===== config.mk =====
export PLATFORM = sky130hd
export DESIGN_NAME = ipec_top
export DESIGN_NICKNAME = d
export VERILOG_FILES = /design/src/logic/ipec_top.v
export VERILOG_INCLUDE_DIRS = /design/src /design/src/logic
export SDC_FILE = /design/constraint.sdc
export NUM_CORES = 1
export LEC_CHECK = 0
export ABC_CLOCK_PERIOD_IN_PS = 1500
export BUFFER_PORTS_ARGS = -buffer_cell sky130_fd_sc_hd__buf_2
export CAP_MARGIN = 20
export CORE_UTILIZATION = 34
export CTS_CLUSTER_DIAMETER = 50
export CTS_CLUSTER_SIZE = 10
export DETAILED_ROUTE_END_ITERATION = 7
export GPL_TIMING_DRIVEN = 0
export PLACE_DENSITY = 0.7
export SLEW_MARGIN = 0
export SYNTH_ARGS = -nofsm -noshare
export SYNTH_HDL_FRONTEND = slang
export SYNTH_SLANG_ARGS = --single-unit

===== constraint.sdc =====
create_clock -name sys_clk_i -period 1.5 [get_ports sys_clk_i]
set_input_delay 0.3 -clock sys_clk_i [delete_from_list [all_inputs] [get_ports sys_clk_i]]
set_output_delay 0.3 -clock sys_clk_i [all_outputs]
set_load 0.05 [all_outputs]

===== src/logic/ipec_defines.vh =====
// register addresses, field positions and reset values of the interrupt
// priority and extended-enable block
// assumes the core's special-function register bus carries 8-bit addresses
`ifndef IPEC_DEFINES_VH
`define IPEC_DEFINES_VH

// register addresses on the special-function bus
`define IPEC_ADDR_BASE_PRIO 8'hB8
`define IPEC_ADDR_PIN_CFG 8'hE4
`define IPEC_ADDR_EXT_EN 8'hE6
`define IPEC_ADDR_EXT_PRIO 8'hF6

// reset values
`define IPEC_RST_BASE_PRIO 8'h80
`define IPEC_RST_PIN_CFG 8'h01
`define IPEC_RST_EXT_EN 8'h00
`define IPEC_RST_EXT_PRIO 8'h00

// extended register bit positions
`define IPEC_BIT_TIMER3 7
`define IPEC_BIT_RSVD_HI 6
`define IPEC_BIT_COMPARATOR 5
`define IPEC_BIT_COUNTER_ARRAY 4
`define IPEC_BIT_CONV_DONE 3
`define IPEC_BIT_WINDOW_CMP 2
`define IPEC_BIT_RSVD_LO 1
`define IPEC_BIT_TWO_WIRE 0

// writable bits of the extended registers (reserved bits 6 and 1 held at zero)
`define IPEC_EXT_WMASK 8'hBD
// base priority: bit 7 unused, reads one
`define IPEC_BASE_UNUSED 8'h80

// pin configuration fields
`define IPEC_IN1_POL 7
`define IPEC_IN1_SEL_HI 6
`define IPEC_IN1_SEL_LO 4
`define IPEC_IN0_POL 3
`define IPEC_IN0_SEL_HI 2
`define IPEC_IN0_SEL_LO 0

// base source count and pending-request detect latency in cycles
`define IPEC_BASE_SRCS 7
`define IPEC_DETECT_CYCLES 1

`endif


===== src/logic/ipec_top.v =====
// interrupt priority and extended-enable block: priority bits, extended
// enables, external input pin/polarity selection and gated request outputs
// assumes a single-cycle special-function bus from the core, flags from the
// peripherals as synchronous levels, and port 0 pins already synchronised
//
// Overview of operation
// - base priority bit 7 reads one, ignores writes
// - base bits 6..0 set seven source priorities
// - timer three enable gates both overflow flags
// - extended enable bits 6,1 read zero
// - comparator enable gates rise and fall flags
// - counter array enable gates all its requests
// - conversion done enable gates its flag
// - window compare enable gates its flag
// - two-wire enable gates all its requests
// - extended priority bits 5,4,3,0 set levels
// - window compare priority bit sets its level
// - input one polarity: zero low, one high
// - input one select picks port zero pin
// - input zero polarity: zero low, one high
// - input zero select picks port zero pin
// - pins sampled without disturbing crossbar routing
// - crossbar skip mask frees selected pins
// - global enable overrides every individual mask at the core request, not at ext_req_o
// - requests sampled and decoded every cycle
// - equal or higher service in progress blocks
`timescale 1ns/1ns
`default_nettype none
`include "ipec_defines.vh"

module ipec_top #(
    parameter PORT_W = 8
) (
    // clock and reset
    input wire sys_clk_i,
    input wire srst_i,
    // special-function register bus
    input wire [7:0] sfr_addr_i,
    input wire sfr_wr_i,
    input wire sfr_rd_i,
    input wire [7:0] sfr_wdata_i,
    output reg [7:0] sfr_rdata_o,
    output reg sfr_ack_o,
    // global enable from the base enable register
    input wire global_irq_enable_i,
    // raw base source requests, bits 6..0 in base priority order
    input wire [6:0] base_req_i,
    // extended source flags
    input wire timer_three_low_ovf_i,
    input wire timer_three_high_ovf_i,
    input wire comparator_rise_flag_i,
    input wire comparator_fall_flag_i,
    input wire counter_array_req_i,
    input wire conv_done_flag_i,
    input wire window_cmp_flag_i,
    input wire two_wire_req_i,
    // core service state: level of the routine now running
    input wire svc_low_active_i,
    input wire svc_high_active_i,
    // port 0 pins and crossbar skip mask
    input wire [PORT_W-1:0] port_zero_pins_i,
    input wire [PORT_W-1:0] port_zero_skip_mask_i,
    // external inputs, active high after polarity correction
    output reg ext_input_zero_o,
    output reg ext_input_one_o,
    // pins the crossbar must not route: registered copy of the skip mask, not the input selections
    output reg [PORT_W-1:0] xbar_block_o,
    // gated extended requests and their levels
    output reg [5:0] ext_req_o,
    output reg [5:0] ext_prio_o,
    // base priorities
    output reg [6:0] base_prio_o,
    // request to the core, with its level
    output reg irq_req_o,
    output reg irq_high_o
);

    // register state: one flop group per register; bit 7 of the base
    // priority register has no storage because it always reads as one
    reg [6:0] base_prio_q; // base priorities, bit 7 not stored
    reg [7:0] pin_cfg_q; // pin selection and polarity
    reg [7:0] ext_en_q; // extended enables, reserved bits held at zero
    reg [7:0] ext_prio_q; // extended priorities, reserved bits held at zero
    reg [7:0] rdata_d; // read data chosen this cycle, registered below

    // reset image of the base priority register; only bits 6..0 are kept
    wire [7:0] base_rst;
    assign base_rst = `IPEC_RST_BASE_PRIO;

    // write decode: one strobe per register, foreign addresses match none
    wire wr_base; // write to the base priority register
    wire wr_cfg; // write to the pin configuration register
    wire wr_en; // write to the extended enable register
    wire wr_prio; // write to the extended priority register
    assign wr_base = sfr_wr_i & (sfr_addr_i == `IPEC_ADDR_BASE_PRIO);
    assign wr_cfg = sfr_wr_i & (sfr_addr_i == `IPEC_ADDR_PIN_CFG);
    assign wr_en = sfr_wr_i & (sfr_addr_i == `IPEC_ADDR_EXT_EN);
    assign wr_prio = sfr_wr_i & (sfr_addr_i == `IPEC_ADDR_EXT_PRIO);

    // read views
    wire [7:0] base_rd;
    wire [7:0] ext_en_rd;
    wire [7:0] ext_prio_rd;
    // the unused top bit is forced high on every read
    assign base_rd = `IPEC_BASE_UNUSED | {1'b0, base_prio_q};
    // reserved bits are masked again on the way out as a second guard
    assign ext_en_rd = ext_en_q & `IPEC_EXT_WMASK;
    assign ext_prio_rd = ext_prio_q & `IPEC_EXT_WMASK;

    // base priority register: bit 7 of the write data is dropped, so a
    // write of either value leaves the read-as-one bit untouched
    always @(posedge sys_clk_i) begin
        if (srst_i) begin
            base_prio_q <= base_rst[6:0];
        end else if (wr_base) begin
            base_prio_q <= sfr_wdata_i[6:0];
        end
    end

    // pin configuration register: all eight bits are writable
    always @(posedge sys_clk_i) begin
        if (srst_i) begin
            pin_cfg_q <= `IPEC_RST_PIN_CFG;
        end else if (wr_cfg) begin
            pin_cfg_q <= sfr_wdata_i;
        end
    end

    // extended enable register: reserved bits never store a one, even if
    // software breaks its side of the contract and writes them high
    always @(posedge sys_clk_i) begin
        if (srst_i) begin
            ext_en_q <= `IPEC_RST_EXT_EN;
        end else if (wr_en) begin
            ext_en_q <= sfr_wdata_i & `IPEC_EXT_WMASK;
        end
    end

    // extended priority register: same reserved-bit treatment as above
    always @(posedge sys_clk_i) begin
        if (srst_i) begin
            ext_prio_q <= `IPEC_RST_EXT_PRIO;
        end else if (wr_prio) begin
            ext_prio_q <= sfr_wdata_i & `IPEC_EXT_WMASK;
        end
    end

    // read multiplexer: foreign addresses and idle cycles give zero, so the
    // core may merge the read data of several blocks with a plain or
    always @* begin
        rdata_d = 8'h00;
        if (sfr_rd_i) begin
            case (sfr_addr_i)
                `IPEC_ADDR_BASE_PRIO: rdata_d = base_rd;
                `IPEC_ADDR_PIN_CFG: rdata_d = pin_cfg_q;
                `IPEC_ADDR_EXT_EN: rdata_d = ext_en_rd;
                `IPEC_ADDR_EXT_PRIO: rdata_d = ext_prio_rd;
                default: rdata_d = 8'h00;
            endcase
        end
    end

    // bus answer: acknowledge and read data one cycle after the strobe,
    // both standing for exactly one cycle
    always @(posedge sys_clk_i) begin
        if (srst_i) begin
            sfr_rdata_o <= 8'h00;
            sfr_ack_o <= 1'b0;
        end else begin
            sfr_rdata_o <= rdata_d;
            sfr_ack_o <= sfr_wr_i | sfr_rd_i;
        end
    end

    // pin selection fields
    wire [2:0] in0_sel;
    wire [2:0] in1_sel;
    assign in0_sel = pin_cfg_q[`IPEC_IN0_SEL_HI:`IPEC_IN0_SEL_LO];
    assign in1_sel = pin_cfg_q[`IPEC_IN1_SEL_HI:`IPEC_IN1_SEL_LO];

    // selected pins, read only: the pins themselves are never driven
    wire in0_pin;
    wire in1_pin;
    assign in0_pin = port_zero_pins_i[in0_sel];
    assign in1_pin = port_zero_pins_i[in1_sel];

    // polarity correction: a clear polarity bit marks the pin active low,
    // so it is inverted to give an active-high request level
    wire in0_act;
    wire in1_act;
    assign in0_act = pin_cfg_q[`IPEC_IN0_POL] ? in0_pin : ~in0_pin;
    assign in1_act = pin_cfg_q[`IPEC_IN1_POL] ? in1_pin : ~in1_pin;

    // per-pin crossbar block: skip mask only, selection does not steal pins
    wire [PORT_W-1:0] block_d;
    genvar gi;
    generate
        for (gi = 0; gi < PORT_W; gi = gi + 1) begin : g_blk
            assign block_d[gi] = port_zero_skip_mask_i[gi];
        end
    endgenerate

    // extended gated requests, ordered timer3, comparator, counter array,
    // conversion done, window compare, two-wire
    reg [5:0] ext_req_d;
    reg [5:0] ext_prio_d;
    always @* begin
        ext_req_d[5] = ext_en_q[`IPEC_BIT_TIMER3] &
            (timer_three_low_ovf_i | timer_three_high_ovf_i);
        ext_req_d[4] = ext_en_q[`IPEC_BIT_COMPARATOR] &
            (comparator_rise_flag_i | comparator_fall_flag_i);
        ext_req_d[3] = ext_en_q[`IPEC_BIT_COUNTER_ARRAY] & counter_array_req_i;
        ext_req_d[2] = ext_en_q[`IPEC_BIT_CONV_DONE] & conv_done_flag_i;
        ext_req_d[1] = ext_en_q[`IPEC_BIT_WINDOW_CMP] & window_cmp_flag_i;
        ext_req_d[0] = ext_en_q[`IPEC_BIT_TWO_WIRE] & two_wire_req_i;
        ext_prio_d[5] = ext_prio_q[`IPEC_BIT_TIMER3];
        ext_prio_d[4] = ext_prio_q[`IPEC_BIT_COMPARATOR];
        ext_prio_d[3] = ext_prio_q[`IPEC_BIT_COUNTER_ARRAY];
        ext_prio_d[2] = ext_prio_q[`IPEC_BIT_CONV_DONE];
        ext_prio_d[1] = ext_prio_q[`IPEC_BIT_WINDOW_CMP];
        ext_prio_d[0] = ext_prio_q[`IPEC_BIT_TWO_WIRE];
    end

    // pending at each level, all sources; global enable masks only the combined levels, not ext_req_o
    wire base_high; // some base source pending at high level
    wire base_low; // some base source pending at low level
    wire ext_high; // some extended source pending at high level
    wire ext_low; // some extended source pending at low level
    wire any_high;
    wire any_low;
    assign base_high = |(base_req_i & base_prio_q);
    assign base_low = |(base_req_i & ~base_prio_q);
    assign ext_high = |(ext_req_d & ext_prio_d);
    assign ext_low = |(ext_req_d & ~ext_prio_d);
    // a cleared global enable wins over every individual enable bit
    assign any_high = global_irq_enable_i & (base_high | ext_high);
    assign any_low = global_irq_enable_i & (base_low | ext_low);

    // a high request may preempt only a low routine; low needs an idle core,
    // which the core side reports only after the return and one more
    // instruction, so a pending request waits out that instruction too
    wire take_high;
    wire take_low;
    assign take_high = any_high & ~svc_high_active_i;
    assign take_low = any_low & ~svc_high_active_i & ~svc_low_active_i;

    // external input outputs: polarity-corrected pin levels, one cycle late
    always @(posedge sys_clk_i) begin
        if (srst_i) begin
            ext_input_zero_o <= 1'b0;
            ext_input_one_o <= 1'b0;
        end else begin
            ext_input_zero_o <= in0_act;
            ext_input_one_o <= in1_act;
        end
    end

    // crossbar block mask: registered copy of the skip bits
    always @(posedge sys_clk_i) begin
        if (srst_i) begin
            xbar_block_o <= {PORT_W{1'b0}};
        end else begin
            xbar_block_o <= block_d;
        end
    end

    // gated extended requests and every priority level, for the core's
    // priority decode and for status
    always @(posedge sys_clk_i) begin
        if (srst_i) begin
            ext_req_o <= 6'h00;
            ext_prio_o <= 6'h00;
            base_prio_o <= 7'h00;
        end else begin
            ext_req_o <= ext_req_d;
            ext_prio_o <= ext_prio_d;
            base_prio_o <= base_prio_q;
        end
    end

    // request to the core: decoded every cycle and visible at the next edge,
    // which is the single cycle of detect latency before the vector call
    always @(posedge sys_clk_i) begin
        if (srst_i) begin
            irq_req_o <= 1'b0;
            irq_high_o <= 1'b0;
        end else begin
            irq_req_o <= take_high | take_low;
            irq_high_o <= take_high;
        end
    end

endmodule

`default_nettype wire


==> results.yml, run 1 <==
status:
  status: "completed"
worst_setup_path:
  worstSetupPathDepth: 4
  reg2reg_depth: 4
  crit_family: "multiplexers"
  worst_path_max_delay_cell: "mux4_2"
  path_max_fanout: 4
  max_stage_delay_ps: 520
  cp-start-kind: "flop"
  worstSetupStartpoint: "pin_cfg_q[4]"
  path_buf_inv: 0
  worstPathCellList: "mux4_2, mux2i_1, xnor2_1, nor2_1"
  cp.arrival_ps: 1670
  end_kind: "flop"
  worstReg2RegStart: "pin_cfg_q[4]"
  crit_type: "flop to flop"
  cp.required_ps: 1720
detailed_routing:
  wl_met2_um: 3230
  dr.pass1.iters: 4
  postRouteAntennaNets: 0
  drt_iter0_drc: 117
  wl_met1_um: 3080
  wl_per_cell_um: 15.0
  vias: 2211
  viasPerCell: 4.83
  top_layer_used: "met4"
  totalWireLength_um: 6870
  drc: 0
  route.met3.wl_um: 482
sta:
  fin_crit_sh_pct: 97.0
  fin_setup_tns_ps: 0
  finalMaxSlewViolations: 0
  min_period_ps: 1460
  finalHoldViolations: 0
  fmax_ghz: 0.687
  slew_headroom_pct: 59.8
  rsz0062_at_grt: "no"
  worstMarginPinSlew_ps: 603
  skew_ps: 7.97
  finalSetupViolations: 0
floorplan:
  dieWidth_um: 88.7
  die_y_um: 88.7
  row_count: 31
  coreArea_um2: 7250
  die_area_um2: 7870
  start_util_pct: 35.3
  ios: 94
clocking:
  cts_buffers: 9
  clkTransAtPathRegs_ps: 70
  cts_buffer_depth: 2
  cts_root_buf: "clkbuf_8"
  ctsHoldBuffers: 0
  insertion_delay_ps: 350
  htreeDepth: 3
  cts.sinks: 67
  cts_tree: "built"
min_path:
  hold_depth: 2
  hold_path_class: "input pin to flop"
  min-delay-start: "port_zero_skip_mask_i[7]"
synth:
  synth_seq_area_share_pct: 52.4
  ys_warn_count: 0
  yosysUniqueCellTypes: 36
  netlist_area_um2: 2560
  ys_ff_latch: 67
  synth_nets: 299
  netlist_instances: 245
  synth.avg_cell_area_um2: 10.4
global_route:
  antenna_found_initial: 0
  grt_util_all_layers_pct: 18.2
  grt-ovfl-total: 0
  grt_start_max_net_pins: 12
  grt_pass1_vias: 2138
  grt_pass1_wl_um: 10400
power:
  cellPowerDensity_nw_per_um2: 1110
  power_w: 0.00389
  p_leak_nw: 1.59
  peakVddDrop_mv: 0.434
final_layout:
  num_antenna_cells: 0
  areaGrowthSynthToFinish_pct: 36.6
  nNetsFinal: 408
  final_common_cell: "buf_2"
  regArea_um2: 1350
  layout-drive-gt1-share_pct: 39.3
  fill_cells: 701
  final_cells: 458
  multi_input_comb_area_um2: 1170
  final_cell_mix: "buf_2 (95), dfxtp_1 (61), nor2_1 (29)"
placement:
  post-place-cells: 437
  globalplace.congestion: 0.883
  dp_hpwl_um: 5130
  numPortBuffers: 93
flow_run:
  drv_cap: 0
-- repair_timing --
item,CTS,global route
resized for setup,10,8
buffers inserted,1,4
setup endpoints to repair,8,28
pin swaps,3,2
-- cells by family after synthesis --
| family | after synthesis | share of synthesized area [%] |
|---|---|---|
| compound gates | 44 | 12.6 |
| mux | 25 | 11.7 |
| xor+xnor | 2 | 0.685 |
| buf+inv | 21 | 3.52 |
| flops | 67 | 52.4 |
| simple gates | 86 | 19.0 |
-- Yosys cell counts --
library cell | count | area share (%)
dfxtp_1 | 67 | 52
nor2_1 | 29 | 4.3
mux2i_1 | 21 | 8.2
nor2b_1 | 21 | 5.1
o22a_1 | 13 | 4.5
inv_1 | 12 | 1.8
o22ai_1 | 12 | 2.9
a22oi_1 | 9 | 2.6
and2_1 | 7 | 1.7
nand3_1 | 7 | 1.4
nand2_1 | 5 | 0.73
a21oi_1 | 4 | 0.78
clkbuf_1 | 4 | 0.59
mux4_2 | 4 | 3.5
buf_2 | 3 | 0.59
and3_1 | 2 | 0.49
nand3_2 | 2 | 0.78
nor2_2 | 2 | 0.49
nor3_1 | 2 | 0.39
o21ai_0 | 2 | 0.39
xnor2_1 | 2 | 0.69
a222oi_1 | 1 | 0.39
and2_2 | 1 | 0.29
and4bb_2 | 1 | 0.49
buf_1 | 1 | 0.15
buf_6 | 1 | 0.44
nand2b_1 | 1 | 0.24
nand4_1 | 1 | 0.24
nand4b_4 | 1 | 0.93
nor3_4 | 1 | 0.64
nor4_1 | 1 | 0.24
o211a_1 | 1 | 0.39
o221ai_1 | 1 | 0.34
o31ai_1 | 1 | 0.29
or3_1 | 1 | 0.24
or4_1 | 1 | 0.29
-- worst reg2reg max path, cell delays in order (launching register included) --
cell	delay, ps
dfxtp_1	450
mux4_2	530
mux2i_1	170
xnor2_1	130
nor2_1	50
-- state kept, by name, summed over array words and instances, names as in the netlist --
register and cells:
sfr_ack_o 1, xbar_block_o 8, base_prio_q 7, ext_prio_q 6, ext_prio_o 6, ext_req_o 6, base_prio_o 7, ext_input_one_o 1
ext_en_q 6, sfr_rdata_o 8, irq_req_o 1, pin_cfg_q 8, irq_high_o 1, ext_input_zero_o 1
-- through the flow --
step	instance area, µm²	hold slack, ps	setup slack [ps]	utilization (%)
2_1_floorplan	2560	416	-66.9	-
3_5_place_dp	3150	489	-434	43.4
4_1_cts	3420	154	4.87	47.1
6_report	3490	162	45.0	48.2
5_1_grt	3490	176	0.702	48.2
3_3_place_gp	3150	486	-383	43.4
-- area by class of cell --
cell class	count	share of cell area, %
inverter	12	1.29
tap	99	3.54
clock inverter	5	2.86
timing repair buffer	98	14.8
sequential	67	38.6
buffer	9	1.36
multi-input combinational	157	33.5
clock buffer	11	4.05
-- worst paths after layout --
path,end,slack [ps]
setup / recovery,ext_input_one_o,40
setup reg to reg,ext_input_one_o,40
hold / removal,xbar_block_o[7],160
hold reg to reg,ext_req_o[2],500
-- report_power, final --
| group | internal [W] | switching [W] | total, W |
|---|---|---|---|
| Sequential | 0.00180 | 0.00000476 | 0.00180 |
| Combinational | 0.000102 | 0.000174 | 0.000276 |
| Clock | 0.00114 | 0.000667 | 0.00181 |
| Total | 0.00304 | 0.000845 | 0.00389 |
-- per-layer routing --
layer / up-vias / GRT usage [%]
met5: - / 0
met4: 0 / 9.53
met3: 6 / 3.92
met2: 88 / 29.7
met1: 1025 / 22.5
li1: 1092 / -
No activity file was read; power rests on OpenSTA's default activity.
==> run 2: changes to the inputs <==
Settings changed: SETUP_SLACK_MARGIN set to 0.15, SLEW_MARGIN 0 to 30.
==> results.yml, run 2 (synthesis results as in run 1) <==
floorplan:
  coreArea_um2: 7250
  ios: 94
  dieWidth_um: 88.7
  die_y_um: 88.7
  start_util_pct: 35.3
  row_count: 31
  die_area_um2: 7870
final_layout:
  nNetsFinal: 411
  layout-drive-gt1-share_pct: 43.4
  multi_input_comb_area_um2: 1250
  final_cell_mix: "buf_2 (91), dfxtp_1 (61), nor2_1 (29)"
  regArea_um2: 1360
  fill_cells: 682
  num_antenna_cells: 0
  final_common_cell: "buf_2"
  final_util_pct: 49.7
  areaGrowthSynthToFinish_pct: 40.9
  reg_top3: "pin_cfg_q: 8 flops, sfr_rdata_o: 8 flops, xbar_block_o: 8 flops"
detailed_routing:
  dr.pass1.iters: 5
  viasPerCell: 4.92
  wl_per_cell_um: 15.0
  drc: 0
  totalWireLength_um: 6930
  vias: 2266
  drt_iter0_drc: 129
  postRouteAntennaNets: 0
global_route:
  grt-ovfl-total: 0
  grt_pass1_vias: 2133
  grt_pass1_wl_um: 10500
  grt_util_all_layers_pct: 18.2
  grt_start_max_net_pins: 14
  antenna_found_initial: 0
placement:
  globalplace.congestion: 0.890
  dp_hpwl_um: 5140
  numPortBuffers: 93
clocking:
  htreeDepth: 3
  cts.sinks: 67
  insertion_delay_ps: 340
  clkTransAtPathRegs_ps: 70
  cts_root_buf: "clkbuf_8"
  cts_buffers: 9
  cts_tree: "built"
  cts_buffer_depth: 2
worst_setup_path:
  worstSetupStartpoint: "base_prio_q[1]"
  path_max_fanout: 3
  crit_type: "flop to flop"
  end_kind: "flop"
  worstReg2RegStart: "base_prio_q[1]"
  worstReg2RegEnd: "irq_req_o"
  cp.required_ps: 1730
  cp.arrival_ps: 1730
  cp-start-kind: "flop"
  reg2reg_depth: 5
  rrSetupSlack_ps: 5
sta:
  fin_crit_sh_pct: 99.7
  fmax_ghz: 0.669
  skew_ps: 6.25
  worstMarginPinSlew_ps: 538
  finalHoldViolations: 0
  slew_headroom_pct: 64.1
  rsz0062_at_grt: "yes"
  finalSetupViolations: 0
  hold_slack_ps: 168
  min_period_ps: 1500
  finalMaxSlewViolations: 0
power:
  cellPowerDensity_nw_per_um2: 1050
  p_leak_nw: 1.61
  peakVddDrop_mv: 0.420
min_path:
  hold_end: "xbar_block_o[6]"
  hold_depth: 2
  hold_path_class: "input pin to flop"
  min-delay-start: "port_zero_skip_mask_i[6]"
status:
  status: "completed"
flow_run:
  drv_cap: 0
[run 2: critical path: stages (launching register included)]
cell and delay (ps):
dfxtp_4 360, nand2b_4 120, o221ai_2 80, or4_4 530, o31ai_4 240, a21oi_2 70
[run 2: timing repair]
item / CTS / global route
gates resized for setup: 11 / 19
endpoints found under the setup margin: 23 / 23
pin swaps: 6 / 8
buffers inserted: 6 / 3
hold buffers: 0 / 0
cloned: 0 / 0
[run 2: area by class of cell]
| cell class | instances | area share [%] |
|---|---|---|
| Buffer | 8 | 1.56 |
| Clock buffer | 12 | 4.30 |
| Clock inverter | 4 | 2.01 |
| Inverter | 12 | 1.25 |
| Multi-Input combinational cell | 157 | 34.6 |
| Sequential cell | 67 | 37.6 |
| Tap cell | 99 | 3.44 |
| Timing Repair Buffer | 102 | 15.2 |
[run 2: stage by stage]
step | worst slack (ps) | area [µm²] | power (W) | setup TNS (ps) | instances
floorplan | -66.9 | 2620 | 0.00198 | -689 | 245
global placement | -343 | 3210 | 0.00211 | -8250 | 437
detailed placement | -356 | 3210 | 0.00212 | -8990 | 437
CTS | 7.48 | 3490 | 0.00379 | 0 | 458
global route | -45.3 | 3600 | 0.00392 | -45.3 | 461
finish | 4.64 | 3600 | 0.00378 | 0 | 461
[run 2: worst max path at each step]
stage	depth (start not counted)	end	slack, ps
floorplan	6	ext_en_q[7]	-70
global placement	6	irq_req_o	-340
detailed placement	6	pin_cfg_q[7]	-360
CTS	5	irq_req_o	7
global route	5	irq_req_o	-50
finish	5	irq_req_o	5
[run 2: per-layer routing]
metal  GRT usage [%]  wire length [µm]
met5               0                 0
met4            9.97               224
met3            4.94               406
met2            29.1              3320
met1            22.2              2980
[run 2: report_power, final]
group          switching [W]  total (W)  leakage, nW  internal, W
Clock               0.000667    0.00169        0.113      0.00102
Sequential        0.00000468    0.00180        0.546      0.00179
Combinational       0.000180   0.000289        0.953     0.000109
Total               0.000852    0.00378         1.61      0.00292
